### config.mk
export PLATFORM = sky130hd
export DESIGN_NAME = vf_segment_serial_driver
export DESIGN_NICKNAME = d
export VERILOG_FILES = /design/src/hdl/vf_driver_pkg.sv /design/src/hdl/vf_segment_serial_driver.sv /design/src/hdl/vf_pwm_gen.sv
export VERILOG_INCLUDE_DIRS = /design/src /design/src/hdl
export SDC_FILE = /design/constraint.sdc
export NUM_CORES = 1
export LEC_CHECK = 0
export ABC_AREA = 1
export BUFFER_PORTS_ARGS = -buffer_cell sky130_fd_sc_hd__buf_2
export CAP_MARGIN = 10
export CORE_UTILIZATION = 55
export DETAILED_ROUTE_END_ITERATION = 8
export PLACE_DENSITY_LB_ADDON = 0.15
export SLEW_MARGIN = 10
export SYNTH_ARGS = -nofsm -noshare
export SYNTH_HDL_FRONTEND = slang
export SYNTH_HIERARCHICAL = 1
export SYNTH_SLANG_ARGS = --single-unit
### constraint.sdc
create_clock -name pclk -period 3.4 [get_ports pclk]
set_input_delay 0.51 -clock pclk [delete_from_list [all_inputs] [get_ports pclk]]
set_output_delay 0.51 -clock pclk [all_outputs]
set_load 0.02 [all_outputs]
### src/hdl/vf_driver_params.svh
// constants for the vacuum fluorescent segment driver core
`ifndef VF_DRIVER_PARAMS_SVH
`define VF_DRIVER_PARAMS_SVH

// shifter, latch and output sizes
`define SHIFT_LEN 34
`define SEG_COUNT 33
`define START_POS 33
`define HI_CUR_FIRST 7
`define HI_CUR_LAST 14

// internal dimming
`define PWM_WIDTH 11
`define PWM_LAST 11'h7FF
`define PWM_MAX_ON 11'h0D0
`define DIM_STEPS 6'h31
`define STEP_A_LAST 6'h0C
`define STEP_A_BASE 11'h00C
`define STEP_B_FIRST 6'h0D
`define STEP_B_LAST 6'h18
`define STEP_B_BASE 11'h01A
// steps 25 and 26 already move by four, so the four-count run starts there
`define STEP_C_FIRST 6'h19
`define STEP_C_LAST 6'h23
`define STEP_C_BASE 11'h034
`define STEP_D_FIRST 6'h24
`define STEP_D_BASE 11'h060

// oscillator watchdog, derived from the nominal period
`define CLK_PERIOD_NS 4
`define OSC_PERIOD_NS 2000
`define OSC_CYCLES (`OSC_PERIOD_NS / `CLK_PERIOD_NS)
`define OSC_TIMEOUT (4 * `OSC_CYCLES)
`define OSC_CNT_WIDTH 12

// register map (byte addresses)
`define ADDR_WIDTH 12
`define REG_CTRL 12'h000
`define REG_STATUS 12'h004
`define REG_LATCH_LO 12'h008
`define REG_LATCH_HI 12'h00C
`define REG_SHIFT_LO 12'h010
`define REG_SHIFT_HI 12'h014
`define CTRL_DIM_MSB 5
`define CTRL_DIM_RESET 6'h31

`endif

### src/hdl/vf_driver_pkg.sv
// types shared by the vacuum fluorescent segment driver core
package vf_driver_pkg;
  typedef logic [5:0] dim_step_type;
  typedef logic [10:0] pwm_count_type;
  typedef enum logic {MODE_EXT_BLANK, MODE_INT_PWM} dim_mode_type;
endpackage

### src/hdl/vf_segment_serial_driver.sv
// serial segment shifter, latch, output mapping, dimming and apb registers
// Notes on behaviour
// - shift data in on clock while strobe low
// - first bit ends highest, shifting upward
// - 34 shift positions, 33 latches, 33 outputs
// - fixed matrix maps positions to outputs
// - strobe rising edge copies shifter into latches
// - strobe rising edge clears the shifter
// - strobe high blocks shifting
// - latched one drives output on
// - 34th clock start bit latches and clears
// - cascade output comes from the shifter
// - select input picks blanking or internal pwm
// - constant blank high gives full duty
// - outputs enabled only while blank high
// - pwm mode or test drives blank pin
// - 49 dimming steps out of 2048
// - internal dimming capped at 208 counts
// - oscillator near 500 kHz times the pwm
// - push-pull active high, outputs 7-14 strong
// - test mode turns cascade pin into input
//
// Local design decisions: the register addresses and the APB register port.
`timescale 1ns/1ps
`include "vf_driver_params.svh"

module vf_segment_serial_driver
  import vf_driver_pkg::*;
(
  // clock and reset
  input wire logic pclk,
  input wire logic presetn,
  // apb slave
  input wire logic psel,
  input wire logic penable,
  input wire logic pwrite,
  input wire logic [`ADDR_WIDTH-1:0] paddr,
  input wire logic [31:0] pwdata,
  output logic [31:0] prdata,
  output logic pready,
  output logic pslverr,
  // serial link pins
  input wire logic shift_clk,
  input wire logic serial_data_in,
  input wire logic latch_strobe,
  input wire logic serial_cascade_i,
  output logic serial_cascade_o,
  output logic serial_cascade_oe,
  // dimming pins
  input wire logic dim_source_select,
  input wire logic osc_in,
  input wire logic blank_pwm_i,
  output logic blank_pwm_o,
  output logic blank_pwm_oe,
  // factory test selects
  input wire logic factory_test_sel_a,
  input wire logic factory_test_sel_b,
  // segment outputs
  output logic [`SEG_COUNT-1:0] seg_out,
  output logic [`SEG_COUNT-1:0] seg_high_current
);

  localparam int PIN_N = 8;

  ////////////////////////////////////////////////////////////////////////////
  // pin synchronisers: every pin is asynchronous to pclk
  logic [PIN_N-1:0] pin_raw;
  logic [PIN_N-1:0] sync_a;
  logic [PIN_N-1:0] sync_b;
  logic sclk_last;
  logic strobe_last;

  assign pin_raw = {serial_cascade_i, factory_test_sel_b, factory_test_sel_a, blank_pwm_i,
                    osc_in, dim_source_select, latch_strobe, shift_clk};

  genvar g;
  generate
    for (g = 0; g < PIN_N; g++) begin : gen_sync
      always_ff @(posedge pclk or negedge presetn) begin
        if (!presetn) begin
          sync_a[g] <= 1'b0;
          sync_b[g] <= 1'b0;
        end else begin
          sync_a[g] <= pin_raw[g];
          sync_b[g] <= sync_a[g];
        end
      end
    end
  endgenerate

  logic sclk_s;
  logic strobe_s;
  logic dimsel_s;
  logic osc_s;
  logic blank_s;
  logic test_a_s;
  logic test_b_s;
  logic cascade_in_s;
  logic data_s;
  logic data_a;

  assign sclk_s = sync_b[0];
  assign strobe_s = sync_b[1];
  assign dimsel_s = sync_b[2];
  assign osc_s = sync_b[3];
  assign blank_s = sync_b[4];
  assign test_a_s = sync_b[5];
  assign test_b_s = sync_b[6];
  assign cascade_in_s = sync_b[7];

  // data goes through the same two stages so it stays aligned with the clock edge
  always_ff @(posedge pclk or negedge presetn) begin
    if (!presetn) begin
      data_a <= 1'b0;
      data_s <= 1'b0;
    end else begin
      data_a <= serial_data_in;
      data_s <= data_a;
    end
  end

  always_ff @(posedge pclk or negedge presetn) begin
    if (!presetn) begin
      sclk_last <= 1'b0;
      strobe_last <= 1'b0;
    end else begin
      sclk_last <= sclk_s;
      strobe_last <= strobe_s;
    end
  end

  logic shift_rise;
  logic strobe_rise;
  logic test_mode;
  dim_mode_type dim_mode;

  assign shift_rise = sclk_s & ~sclk_last;
  assign strobe_rise = strobe_s & ~strobe_last;
  assign test_mode = test_a_s & test_b_s;
  assign dim_mode = dimsel_s ? MODE_INT_PWM : MODE_EXT_BLANK;

  ////////////////////////////////////////////////////////////////////////////
  // shifter and latches
  logic [`SHIFT_LEN-1:0] shifter;
  logic [`SEG_COUNT-1:0] seg_latch;

  // a strobe edge in the same cycle as a clock edge wins: the shift is dropped
  always_ff @(posedge pclk or negedge presetn) begin
    if (!presetn) begin
      shifter <= '0;
    end else if (strobe_rise) begin
      shifter <= '0;
    end else if (shift_rise && !strobe_s) begin
      shifter <= {shifter[`SHIFT_LEN-2:0], data_s};
    end
  end

  // position 33 holds only the start bit, so it is not latched
  always_ff @(posedge pclk or negedge presetn) begin
    if (!presetn) begin
      seg_latch <= '0;
    end else if (strobe_rise) begin
      seg_latch <= shifter[`SEG_COUNT-1:0];
    end
  end

  always_ff @(posedge pclk or negedge presetn) begin
    if (!presetn) begin
      serial_cascade_o <= 1'b0;
    end else begin
      serial_cascade_o <= shifter[`START_POS];
    end
  end

  assign serial_cascade_oe = ~test_mode;

  ////////////////////////////////////////////////////////////////////////////
  // output assignment matrix: a mask option, straight mapping here
  function automatic int output_assignment_matrix(input int out_idx);
    return out_idx;
  endfunction

  logic [`SEG_COUNT-1:0] seg_mapped;

  generate
    for (g = 0; g < `SEG_COUNT; g++) begin : gen_matrix
      assign seg_mapped[g] = seg_latch[output_assignment_matrix(g)];
      assign seg_high_current[g] = (g >= `HI_CUR_FIRST) && (g <= `HI_CUR_LAST);
    end
  endgenerate

  ////////////////////////////////////////////////////////////////////////////
  // brightness
  dim_step_type analog_dim_level;
  logic pwm_level;
  logic osc_alive;
  logic pin_drives;
  logic seg_gate;

  vf_pwm_gen u_pwm (
    .pclk(pclk),
    .presetn(presetn),
    .osc_level(osc_s),
    .dim_step(analog_dim_level),
    .pwm_out(pwm_level),
    .osc_alive(osc_alive)
  );

  assign pin_drives = (dim_mode == MODE_INT_PWM) | test_mode;
  assign blank_pwm_oe = pin_drives;
  assign blank_pwm_o = pwm_level;
  // while the pin is an output its own input is meaningless, so pwm gates instead
  assign seg_gate = pin_drives ? pwm_level : blank_s;

  always_ff @(posedge pclk or negedge presetn) begin
    if (!presetn) begin
      seg_out <= '0;
    end else begin
      seg_out <= seg_mapped & {`SEG_COUNT{seg_gate}};
    end
  end

  ////////////////////////////////////////////////////////////////////////////
  // apb slave: zero wait states, read data captured in the setup cycle
  function automatic logic reg_known(input logic [`ADDR_WIDTH-1:0] a);
    return (a == `REG_CTRL) || (a == `REG_STATUS) || (a == `REG_LATCH_LO) ||
           (a == `REG_LATCH_HI) || (a == `REG_SHIFT_LO) || (a == `REG_SHIFT_HI);
  endfunction

  logic [31:0] next_prdata;

  always_comb begin
    next_prdata = 32'h0000_0000;
    case (paddr)
      `REG_CTRL: next_prdata = {26'h0, analog_dim_level};
      `REG_STATUS: next_prdata = {27'h0, strobe_s, cascade_in_s, osc_alive, test_mode, dimsel_s};
      `REG_LATCH_LO: next_prdata = seg_latch[31:0];
      `REG_LATCH_HI: next_prdata = {31'h0, seg_latch[32]};
      `REG_SHIFT_LO: next_prdata = shifter[31:0];
      `REG_SHIFT_HI: next_prdata = {30'h0, shifter[33:32]};
      default: next_prdata = 32'h0000_0000;
    endcase
  end

  always_ff @(posedge pclk or negedge presetn) begin
    if (!presetn) begin
      prdata <= 32'h0000_0000;
    end else if (psel && !penable && !pwrite) begin
      prdata <= next_prdata;
    end
  end

  always_ff @(posedge pclk or negedge presetn) begin
    if (!presetn) begin
      analog_dim_level <= `CTRL_DIM_RESET;
    end else if (psel && penable && pwrite && paddr == `REG_CTRL) begin
      analog_dim_level <= pwdata[`CTRL_DIM_MSB:0];
    end
  end

  assign pready = 1'b1;
  assign pslverr = psel & penable & ~reg_known(paddr);

  ////////////////////////////////////////////////////////////////////////////
  // checks
  property p_shift_in;
    @(posedge pclk) disable iff (!presetn)
    (shift_rise && !strobe_s && !strobe_rise) |=> (shifter == {$past(shifter[32:0]), $past(data_s)});
  endproperty
  a_shift_in: assert property (p_shift_in) else $error("shift did not take data");

  property p_latch_copy;
    @(posedge pclk) disable iff (!presetn)
    strobe_rise |=> (seg_latch == $past(shifter[32:0]));
  endproperty
  a_latch_copy: assert property (p_latch_copy) else $error("latch missed shifter");

  property p_shift_clear;
    @(posedge pclk) disable iff (!presetn)
    strobe_rise |=> (shifter == '0);
  endproperty
  a_shift_clear: assert property (p_shift_clear) else $error("shifter not cleared");

  property p_strobe_hold;
    @(posedge pclk) disable iff (!presetn)
    (strobe_s && !strobe_rise) |=> $stable(shifter);
  endproperty
  a_strobe_hold: assert property (p_strobe_hold) else $error("shift while strobe high");

  property p_cascade_start;
    @(posedge pclk) disable iff (!presetn)
    (shifter[32] && shift_rise && !strobe_s && !strobe_rise) |=> ##1 serial_cascade_o;
  endproperty
  a_cascade_start: assert property (p_cascade_start) else $error("start bit not at cascade");

  property p_test_pin_input;
    @(posedge pclk) disable iff (!presetn)
    test_mode |-> !serial_cascade_oe;
  endproperty
  a_test_pin_input: assert property (p_test_pin_input) else $error("cascade driven in test");

  property p_blank_off;
    @(posedge pclk) disable iff (!presetn)
    (dim_mode == MODE_EXT_BLANK && !test_mode && !blank_s) |=> (seg_out == '0);
  endproperty
  a_blank_off: assert property (p_blank_off) else $error("segments on while blanked");

  property p_full_duty;
    @(posedge pclk) disable iff (!presetn)
    (dim_mode == MODE_EXT_BLANK && !test_mode && blank_s) |=> (seg_out == $past(seg_mapped));
  endproperty
  a_full_duty: assert property (p_full_duty) else $error("segments not following latch");

  property p_pwm_pin_out;
    @(posedge pclk) disable iff (!presetn)
    (dim_mode == MODE_INT_PWM) |-> (blank_pwm_oe && blank_pwm_o == pwm_level);
  endproperty
  a_pwm_pin_out: assert property (p_pwm_pin_out) else $error("pwm pin not driven");

  property p_latch_hold;
    @(posedge pclk) disable iff (!presetn)
    !strobe_rise |=> $stable(seg_latch);
  endproperty
  a_latch_hold: assert property (p_latch_hold) else $error("latch changed without strobe");

  property p_cascade_follow;
    @(posedge pclk) disable iff (!presetn)
    1'b1 |=> (serial_cascade_o == $past(shifter[`START_POS]));
  endproperty
  a_cascade_follow: assert property (p_cascade_follow) else $error("cascade not last position");

  // an auto-load strobe must fall again, or the next word would never latch
  property p_auto_clear;
    @(posedge pclk) disable iff (!presetn)
    strobe_rise |=> ##1 !serial_cascade_o;
  endproperty
  a_auto_clear: assert property (p_auto_clear) else $error("cascade high after load");

  property p_pwm_gate;
    @(posedge pclk) disable iff (!presetn)
    pin_drives |=> (seg_out == ($past(seg_mapped) & {`SEG_COUNT{$past(pwm_level)}}));
  endproperty
  a_pwm_gate: assert property (p_pwm_gate) else $error("segments not gated by pwm");

endmodule

### src/hdl/vf_pwm_gen.sv
// internal brightness pwm timed by the sampled oscillator input
`timescale 1ns/1ps
`include "vf_driver_params.svh"

module vf_pwm_gen
  import vf_driver_pkg::*;
(
  // clock and reset
  input wire logic pclk,
  input wire logic presetn,
  // oscillator level, already synchronised
  input wire logic osc_level,
  // selected dimming step, 0 keeps the output off
  input dim_step_type dim_step,
  // pwm and oscillator health
  output logic pwm_out,
  output logic osc_alive
);

  logic osc_last;
  logic osc_tick;
  pwm_count_type period_cnt;
  pwm_count_type on_count;
  logic [`OSC_CNT_WIDTH-1:0] idle_cnt;

  // on-count for each step; anything above the last step clamps to the top
  function automatic pwm_count_type step_on_count(input dim_step_type s);
    pwm_count_type r;
    r = 11'h000;
    if (s == 6'h00) begin
      r = 11'h000;
    end else if (s <= `STEP_A_LAST) begin
      r = `STEP_A_BASE + {5'h00, s};
    end else if (s <= `STEP_B_LAST) begin
      r = `STEP_B_BASE + {4'h0, s - `STEP_B_FIRST, 1'b0};
    end else if (s <= `STEP_C_LAST) begin
      r = `STEP_C_BASE + {3'h0, s - `STEP_C_FIRST, 2'b00};
    end else if (s < `DIM_STEPS) begin
      r = `STEP_D_BASE + {2'h0, s - `STEP_D_FIRST, 3'b000};
    end else begin
      r = `PWM_MAX_ON;
    end
    return r;
  endfunction

  assign on_count = step_on_count(dim_step);
  assign osc_tick = osc_level & ~osc_last;

  always_ff @(posedge pclk or negedge presetn) begin
    if (!presetn) begin
      osc_last <= 1'b0;
    end else begin
      osc_last <= osc_level;
    end
  end

  // period of 2048 oscillator cycles, wrapping naturally
  always_ff @(posedge pclk or negedge presetn) begin
    if (!presetn) begin
      period_cnt <= 11'h000;
    end else if (osc_tick) begin
      period_cnt <= period_cnt + 11'h001;
    end
  end

  always_ff @(posedge pclk or negedge presetn) begin
    if (!presetn) begin
      pwm_out <= 1'b0;
    end else begin
      pwm_out <= (period_cnt < on_count);
    end
  end

  // a stalled oscillator freezes the pwm; software can see that here
  always_ff @(posedge pclk or negedge presetn) begin
    if (!presetn) begin
      idle_cnt <= '0;
      osc_alive <= 1'b0;
    end else if (osc_tick) begin
      idle_cnt <= '0;
      osc_alive <= 1'b1;
    end else if (idle_cnt == `OSC_CNT_WIDTH'(`OSC_TIMEOUT)) begin
      osc_alive <= 1'b0;
    end else begin
      idle_cnt <= idle_cnt + `OSC_CNT_WIDTH'(1);
    end
  end

  property p_pwm_period_wrap;
    @(posedge pclk) disable iff (!presetn)
    (osc_tick && period_cnt == `PWM_LAST) |=> (period_cnt == 11'h000);
  endproperty
  a_pwm_period_wrap: assert property (p_pwm_period_wrap) else $error("pwm period did not wrap");

  property p_pwm_never_above_cap;
    @(posedge pclk) disable iff (!presetn)
    (period_cnt >= `PWM_MAX_ON) |=> !pwm_out;
  endproperty
  a_pwm_never_above_cap: assert property (p_pwm_never_above_cap) else $error("pwm on past cap");

  property p_pwm_step_one;
    @(posedge pclk) disable iff (!presetn)
    (dim_step == 6'h01 && period_cnt == 11'h00C) |=> pwm_out;
  endproperty
  a_pwm_step_one: assert property (p_pwm_step_one) else $error("step one on-count wrong");

endmodule

After elaboration in Yosys (flattened, before gate mapping)

Cells that the tools add are included.

Register bits after elaboration: 185
Bits of input ports: 58

$add $sub $neg: 9
Magnitude comparators: 5
Equality and inequality tests: 7
Mux-type cells: 14
Bitwise operators: 13
Reduce and logical (&&, ||, !) cells: 18

Operators by type and width:

| operator                                                                         | number |
|---|---|
| 32-bit one-hot mux with 6 select lines                                           | 1 |
| 34-bit 2-to-1 mux                                                                | 2 |
| 11-bit 2-to-1 mux                                                                | 5 |
| 33-bit bitwise AND                                                               | 1 |
| 12-bit by 4-bit == test with 1-bit output, second input constant                 | 2 |
| 12-bit by 5-bit == test with 1-bit output, second input constant                 | 2 |
| 12-bit 2-to-1 mux                                                                | 2 |
| 12-bit by 1-bit adder with 12-bit output, second input constant                  | 1 |
| 12-bit by 11-bit == test with 1-bit output, second input constant                | 1 |
| 12-bit by 3-bit == test with 1-bit output, second input constant                 | 1 |
| 12-bit logical NOT                                                               | 1 |
| 11-bit by 1-bit adder with 11-bit output, second input constant                  | 1 |
| 11-bit less-than comparator                                                      | 1 |
| 7-bit by 9-bit adder with 10-bit output, first input constant                    | 1 |
| 6-bit by 8-bit adder with 9-bit output, first input constant                     | 1 |
| 5-bit by 7-bit adder with 8-bit output, first input constant                     | 1 |
| 4-bit by 6-bit adder with 7-bit output, first input constant                     | 1 |
| 1-bit bitwise AND                                                                | 6 |
| 6-bit by 4-bit less-or-equal comparator with 1-bit output, second input constant | 1 |
| 6-bit by 5-bit less-or-equal comparator with 1-bit output, second input constant | 1 |
| 6-bit less-or-equal comparator, second input constant                            | 1 |
| 1-bit logical AND                                                                | 6 |
| 6-bit logical NOT                                                                | 1 |
| 6-bit less-than comparator, second input constant                                | 1 |
| 10 further kinds                                                                 | 24 |

Logic depth before layout (Yosys ltp)

Depth in word-level cells: 8
Gate-level depth with buffers: 18

Cells and area by module

Netlist, hierarchy kept.

Modules (own cells, without submodules):

| module                   | times used | cells each | area an instance (sq um) | sequential area each (sq um) |
|---|---|---|---|---|
| vf_segment_serial_driver | 1          | 657        | 6408.6                   | 3982.6 |
| vf_pwm_gen               | 1          | 300        | 2188.3                   | 650.6 |

Worst setup path before layout

No wires, ideal clock.

Kind: flip-flop to flip-flop
From: reg analog_dim_level[0]
To: reg u_pwm.pwm_out
Setup time: 124 ps
Arrival time: 2300 ps
Required time: 3276 ps
Setup slack: 976 ps
Stages on the path, launching flop included: 18
Buffers on the path: 0
Period minus slack after synthesis: 2424 ps
Path through: dfstp_2 > inv_2 > ha_1 > inv_1 > nand2_1 > xor2_1 > inv_1 > nand2_1 > nand2_1 > nand3_1 > nand2_1 > inv_1 > nand2_1 > ha_1 > nand2_1 > o21a_1 > o211ai_1 > a21oi_1

Cells in the longest elaborated chain, start to end: 8
Elaborated cells between the ends (all ways): 18
Those cells by class: add/sub (7); order compare (5); mux (5); reduce/logical (1)

RTL lines:

| element                                                  | line                            | text |
|---|---|---|
| start: declaration                                       | vf_segment_serial_driver.sv:194 | `dim_step_type analog_dim_level;` |
| start signal: assignment                                 | vf_segment_serial_driver.sv:255 | `` analog_dim_level <= `CTRL_DIM_RESET; `` |
| start signal: assignment                                 | vf_segment_serial_driver.sv:257 | `` analog_dim_level <= pwdata[`CTRL_DIM_MSB:0]; `` |
| 6-bit subtractor (no source line)                        | -                               |  |
| 7-bit by 9-bit adder with 10-bit output (no source line) | -                               |  |
| 11-bit 2-to-1 mux                                        | vf_pwm_gen.sv:38                | `` end else if (s < `DIM_STEPS) begin `` |
| 11-bit 2-to-1 mux                                        | vf_pwm_gen.sv:36                | `` end else if (s <= `STEP_C_LAST) begin `` |
| 11-bit 2-to-1 mux                                        | vf_pwm_gen.sv:34                | `` end else if (s <= `STEP_B_LAST) begin `` |
| 11-bit 2-to-1 mux                                        | vf_pwm_gen.sv:32                | `` end else if (s <= `STEP_A_LAST) begin `` |
| 11-bit 2-to-1 mux *                                      | vf_pwm_gen.sv:30                | `if (s == 6'h00) begin` |
| 11-bit less-than comparator *                            | vf_pwm_gen.sv:70                | `pwm_out <= (period_cnt < on_count);` |
| end signal: assignment                                   | vf_pwm_gen.sv:70                |  |
| end: declaration                                         | vf_pwm_gen.sv:16                | `output logic pwm_out,` |

Every way passes the cells marked *; elsewhere a longest branch is shown, timed or not.
A chain may end at the register's enable or synchronous reset.

Worst setup path after layout

Same ends and word-level chain as after synthesis.

==> results_dict.tcl <==
set metrics [dict create \
    antenna_cells 0 \
    io-pin-count 162 \
    vias 6434 \
    io_buffers 101 \
    crit_path_start_kind "flop" \
    tns_ps 0 \
    grt_max_degree 90 \
    irDropWorstVdd_v 0.0004513 \
    place_area_um2 9141 \
    nets 1136 \
    layout-area-overhead-vs-synth_pct 13.39 \
    cts_resized 0 \
    track_usage_pct 23.42 \
    skew_ps 9.395 \
    post-route-util_pct 64.12 \
    cp_max_fo 8 \
    worstSetupStartpoint "analog_dim_level[0]$_DFFE_PN1P_" \
    layout-drive-gt1-share_pct 18.50 \
    syn_area_um2 8597 \
    ctsHoldBuffers 0 \
    power_leakage_nw 5.047 \
    ys_ff_latch 185 \
    path_cells "inv_2 > ha_1 > inv_1 > nand2_1 > nand2_1 > nand2_1 > nand2_1 > nand2_1 > o21ai_0 > nand3_1 > ha_1 > a21oi_1 > nand3b_1 > o211ai_1 > a21oi_1" \
    critPathArrivalTime_ps 3130 \
    synth_cell_types 47 \
    drv_cap 0 \
    yosys_warnings 6 \
    status "finished clean" \
    die_area_um2 16140 \
    final_hold_viol_count 0 \
    grt_setup_unrepaired "no" \
    end_kind "flop" \
    cp_data_required_time_ps 3750 \
    htreeDepth 4 \
    initial_utilization_pct 56.55 \
    slew_headroom_pct 39.48 \
    synth_enable_flop_cells 0 \
    netlist_instances 957 \
    cpMostUsedCell "nand2_1" \
    fin_crit_sh_pct 81.78 \
    grt_pass1_vias 5900 \
    critPathKind "reg2reg" \
    hold_path_class "in2async" \
    via_per_inst 5.114 \
    setup_viol 0 \
    wl_um 17660 \
    grt-ovfl-total 0 \
    drv_slew 0 \
    design_area_um2 9748 \
    critical_path.slowest_cell "dfstp_2" \
    die-height_um 127.0 \
    clock.fmax_mhz 359.7 \
    rows 45 \
    ant_nets 0 \
    rr_startpoint "analog_dim_level[0]$_DFFE_PN1P_" \
    gp_routability_congestion 0.9081 \
    fill_cells 1301 \
    first_pass_iters 4 \
    cts_tree "yes" \
    cts.sinks 185 \
    drc 0 \
    core-area_um2 15200 \
    async_flop_share_pct 100.0 \
    grt_first_pass_wirelength_um 29310 \
    worstMarginPinSlew_ps 888.8 \
    clockRootBuffer "clkbuf_16" \
    dp_hpwl_um 11910 \
    drt_iter0_drc 381 \
    yosysSeqAreaShare_pct 53.89 \
    ys.flop_type "dfrtp_1" \
    cts_buffers 17 \
    routedWlPerCell_um 14.04 \
    clk_latency_ps 430 \
    path_clk_slew_ps 60 \
    avgSynthCellArea_um2 8.983 \
    die_w_um 127.0 \
    worst_path_largest_cell_delay_ps 610 \
    antenna_found_initial 0 \
    powerDensity_nw_per_um2 498.4 \
    clockBufferDepth 2 \
    finalCriticalPeriod_ps 2780 \
    cts_setup_buffers 0 \
]
[cells in the final DEF, fill, tap and decap left out, types with 4 or more instances in the layout]
| cell | instances |
|---|---|
| a21oi_1 | 11 |
| buf_2 | 100 |
| buf_4 | 12 |
| clkbuf_16 | 17 |
| conb_1 | 35 |
| dfrtp_1 | 182 |
| ha_1 | 20 |
| inv_1 | 111 |
| inv_2 | 9 |
| nand2_1 | 234 |
| nand2_2 | 14 |
| nand2_4 | 6 |
| nand3_1 | 52 |
| nand3b_1 | 4 |
| nand4_1 | 7 |
| nor2_1 | 68 |
| nor2_4 | 4 |
| nor3_1 | 7 |
| o21ai_0 | 42 |
| o21ai_1 | 10 |
| o22ai_1 | 57 |
| xnor2_1 | 8 |
| xor2_1 | 8 |
[worst paths after layout]
kind | endpoint | slack (ps) | depth (start not counted)
worst max register to register | u_pwm/pwm_out$_DFF_PN0_ | 620 | 15
max in group asynchronous | seg_latch[11]$_DFFE_PN0P_ | 2480 | 2
worst max-delay path | u_pwm/pwm_out$_DFF_PN0_ | 620 | 15
worst min register to register | osc_s$_DFF_PN0_ | 350 | 0
min in group pclk | sync_a[6]$_DFF_PN0_ | 180 | 1
worst min-delay path | analog_dim_level[3]$_DFFE_PN0P_ | 120 | 1
[area by class of cell]
type / count / area, um^2 / area share, %
multi-input combinational: 619 / 3194 / 32.77
tap: 188 / 235.2 / 2.413
inverter: 121 / 454.2 / 4.659
clock buffer: 19 / 442.9 / 4.544
timing repair buffer: 114 / 624.3 / 6.405
sequential: 185 / 4633 / 47.53
clock inverter: 12 / 163.9 / 1.681
[report_power, final]
| part | internal (mW) | total [mW] | leakage, nW | switching [mW] |
|---|---|---|---|---|
| clock network | 1.18 | 2.02 | 0.300 | 0.834 |
| logic | 0.153 | 0.479 | 2.25 | 0.326 |
| registers | 2.28 | 2.36 | 2.50 | 0.0788 |
[registers in the layout, indices dropped and copies added, names as in the netlist, 6 cells and up]
register,flops
shifter,34
sync_a,8
prdata,32
seg_latch,33
u_pwm/period_cnt,11
u_pwm/idle_cnt,12
analog_dim_level,6
seg_out,33
[synth_stat cells, types with 2 or more instances]
cell / count / area [um^2]
inv_1: 111 / 416.7
buf_2: 5 / 25.02
nor2_4: 4 / 45.04
o22ai_2: 2 / 25.02
o21ai_1: 10 / 50.05
nand2_2: 14 / 87.58
nand3b_1: 4 / 30.03
xor2_1: 8 / 70.07
or2_1: 2 / 12.51
clkbuf_1: 13 / 48.80
o22ai_1: 57 / 356.6
o21ai_0: 42 / 210.2
buf_4: 40 / 300.3
inv_2: 9 / 33.78
nand2_1: 234 / 878.3
nor3_2: 3 / 30.03
nor2_2: 3 / 18.77
xnor2_1: 8 / 70.07
o21a_1: 2 / 15.01
ha_1: 20 / 250.2
nand3_1: 52 / 260.3
nor3_1: 7 / 35.03
nand2_4: 6 / 67.56
nand4_1: 7 / 43.79
or2_2: 2 / 12.51
conb_1: 3 / 11.26
dfrtp_1: 182 / 4554
buf_6: 6 / 67.56
a21oi_1: 11 / 55.05
dfstp_2: 3 / 78.83
nor2_1: 68 / 255.2
o21bai_1: 3 / 22.52
o211ai_1: 2 / 15.01
[stage by stage]
step | hold WS [ps] | total power [mW] | cells | setup WS (ps)
after floorplan | 214.4 | 2.750 | 989 | 976.0
after global placement | 332.5 | 2.865 | 1227 | 716.9
after detailed placement | 337.3 | 2.881 | 1227 | 689.0
after CTS | 155.5 | 4.899 | 1258 | 663.5
after global routing | 163.7 | 5.050 | 1258 | 400.7
final | 123.5 | 4.858 | 1258 | 619.6
[critical path, delay by kind of cell, from the launching register on]
kind	cells	cell delay, ps
and+or+nand+nor	7	670
AOI/OAI and AO/OA	4	520
DFF	1	610
buffers and inverters	2	340
adders and majority gates	2	560
[layer usage]
layer  routed length [um]  track usage, %
met5                    0               0
met2                 8232           37.62
met4                  213           7.283
met1                 8472           32.77
met3                  742           4.062
[cell families after synthesis]
kind of cell,after synthesis,share of synthesized area [%]
AO/OA/AOI/OAI,136,9.416
XOR/XNOR,16,1.630
adder cells (fa/ha/maj),20,2.911
buffers and inverters,185,10.42
flip-flops,185,53.89
multiplexers,1,0.2620
other,3,0.1310
AND/OR/NAND/NOR,411,21.34
Note: power is estimated with default switching activity, not from simulation.
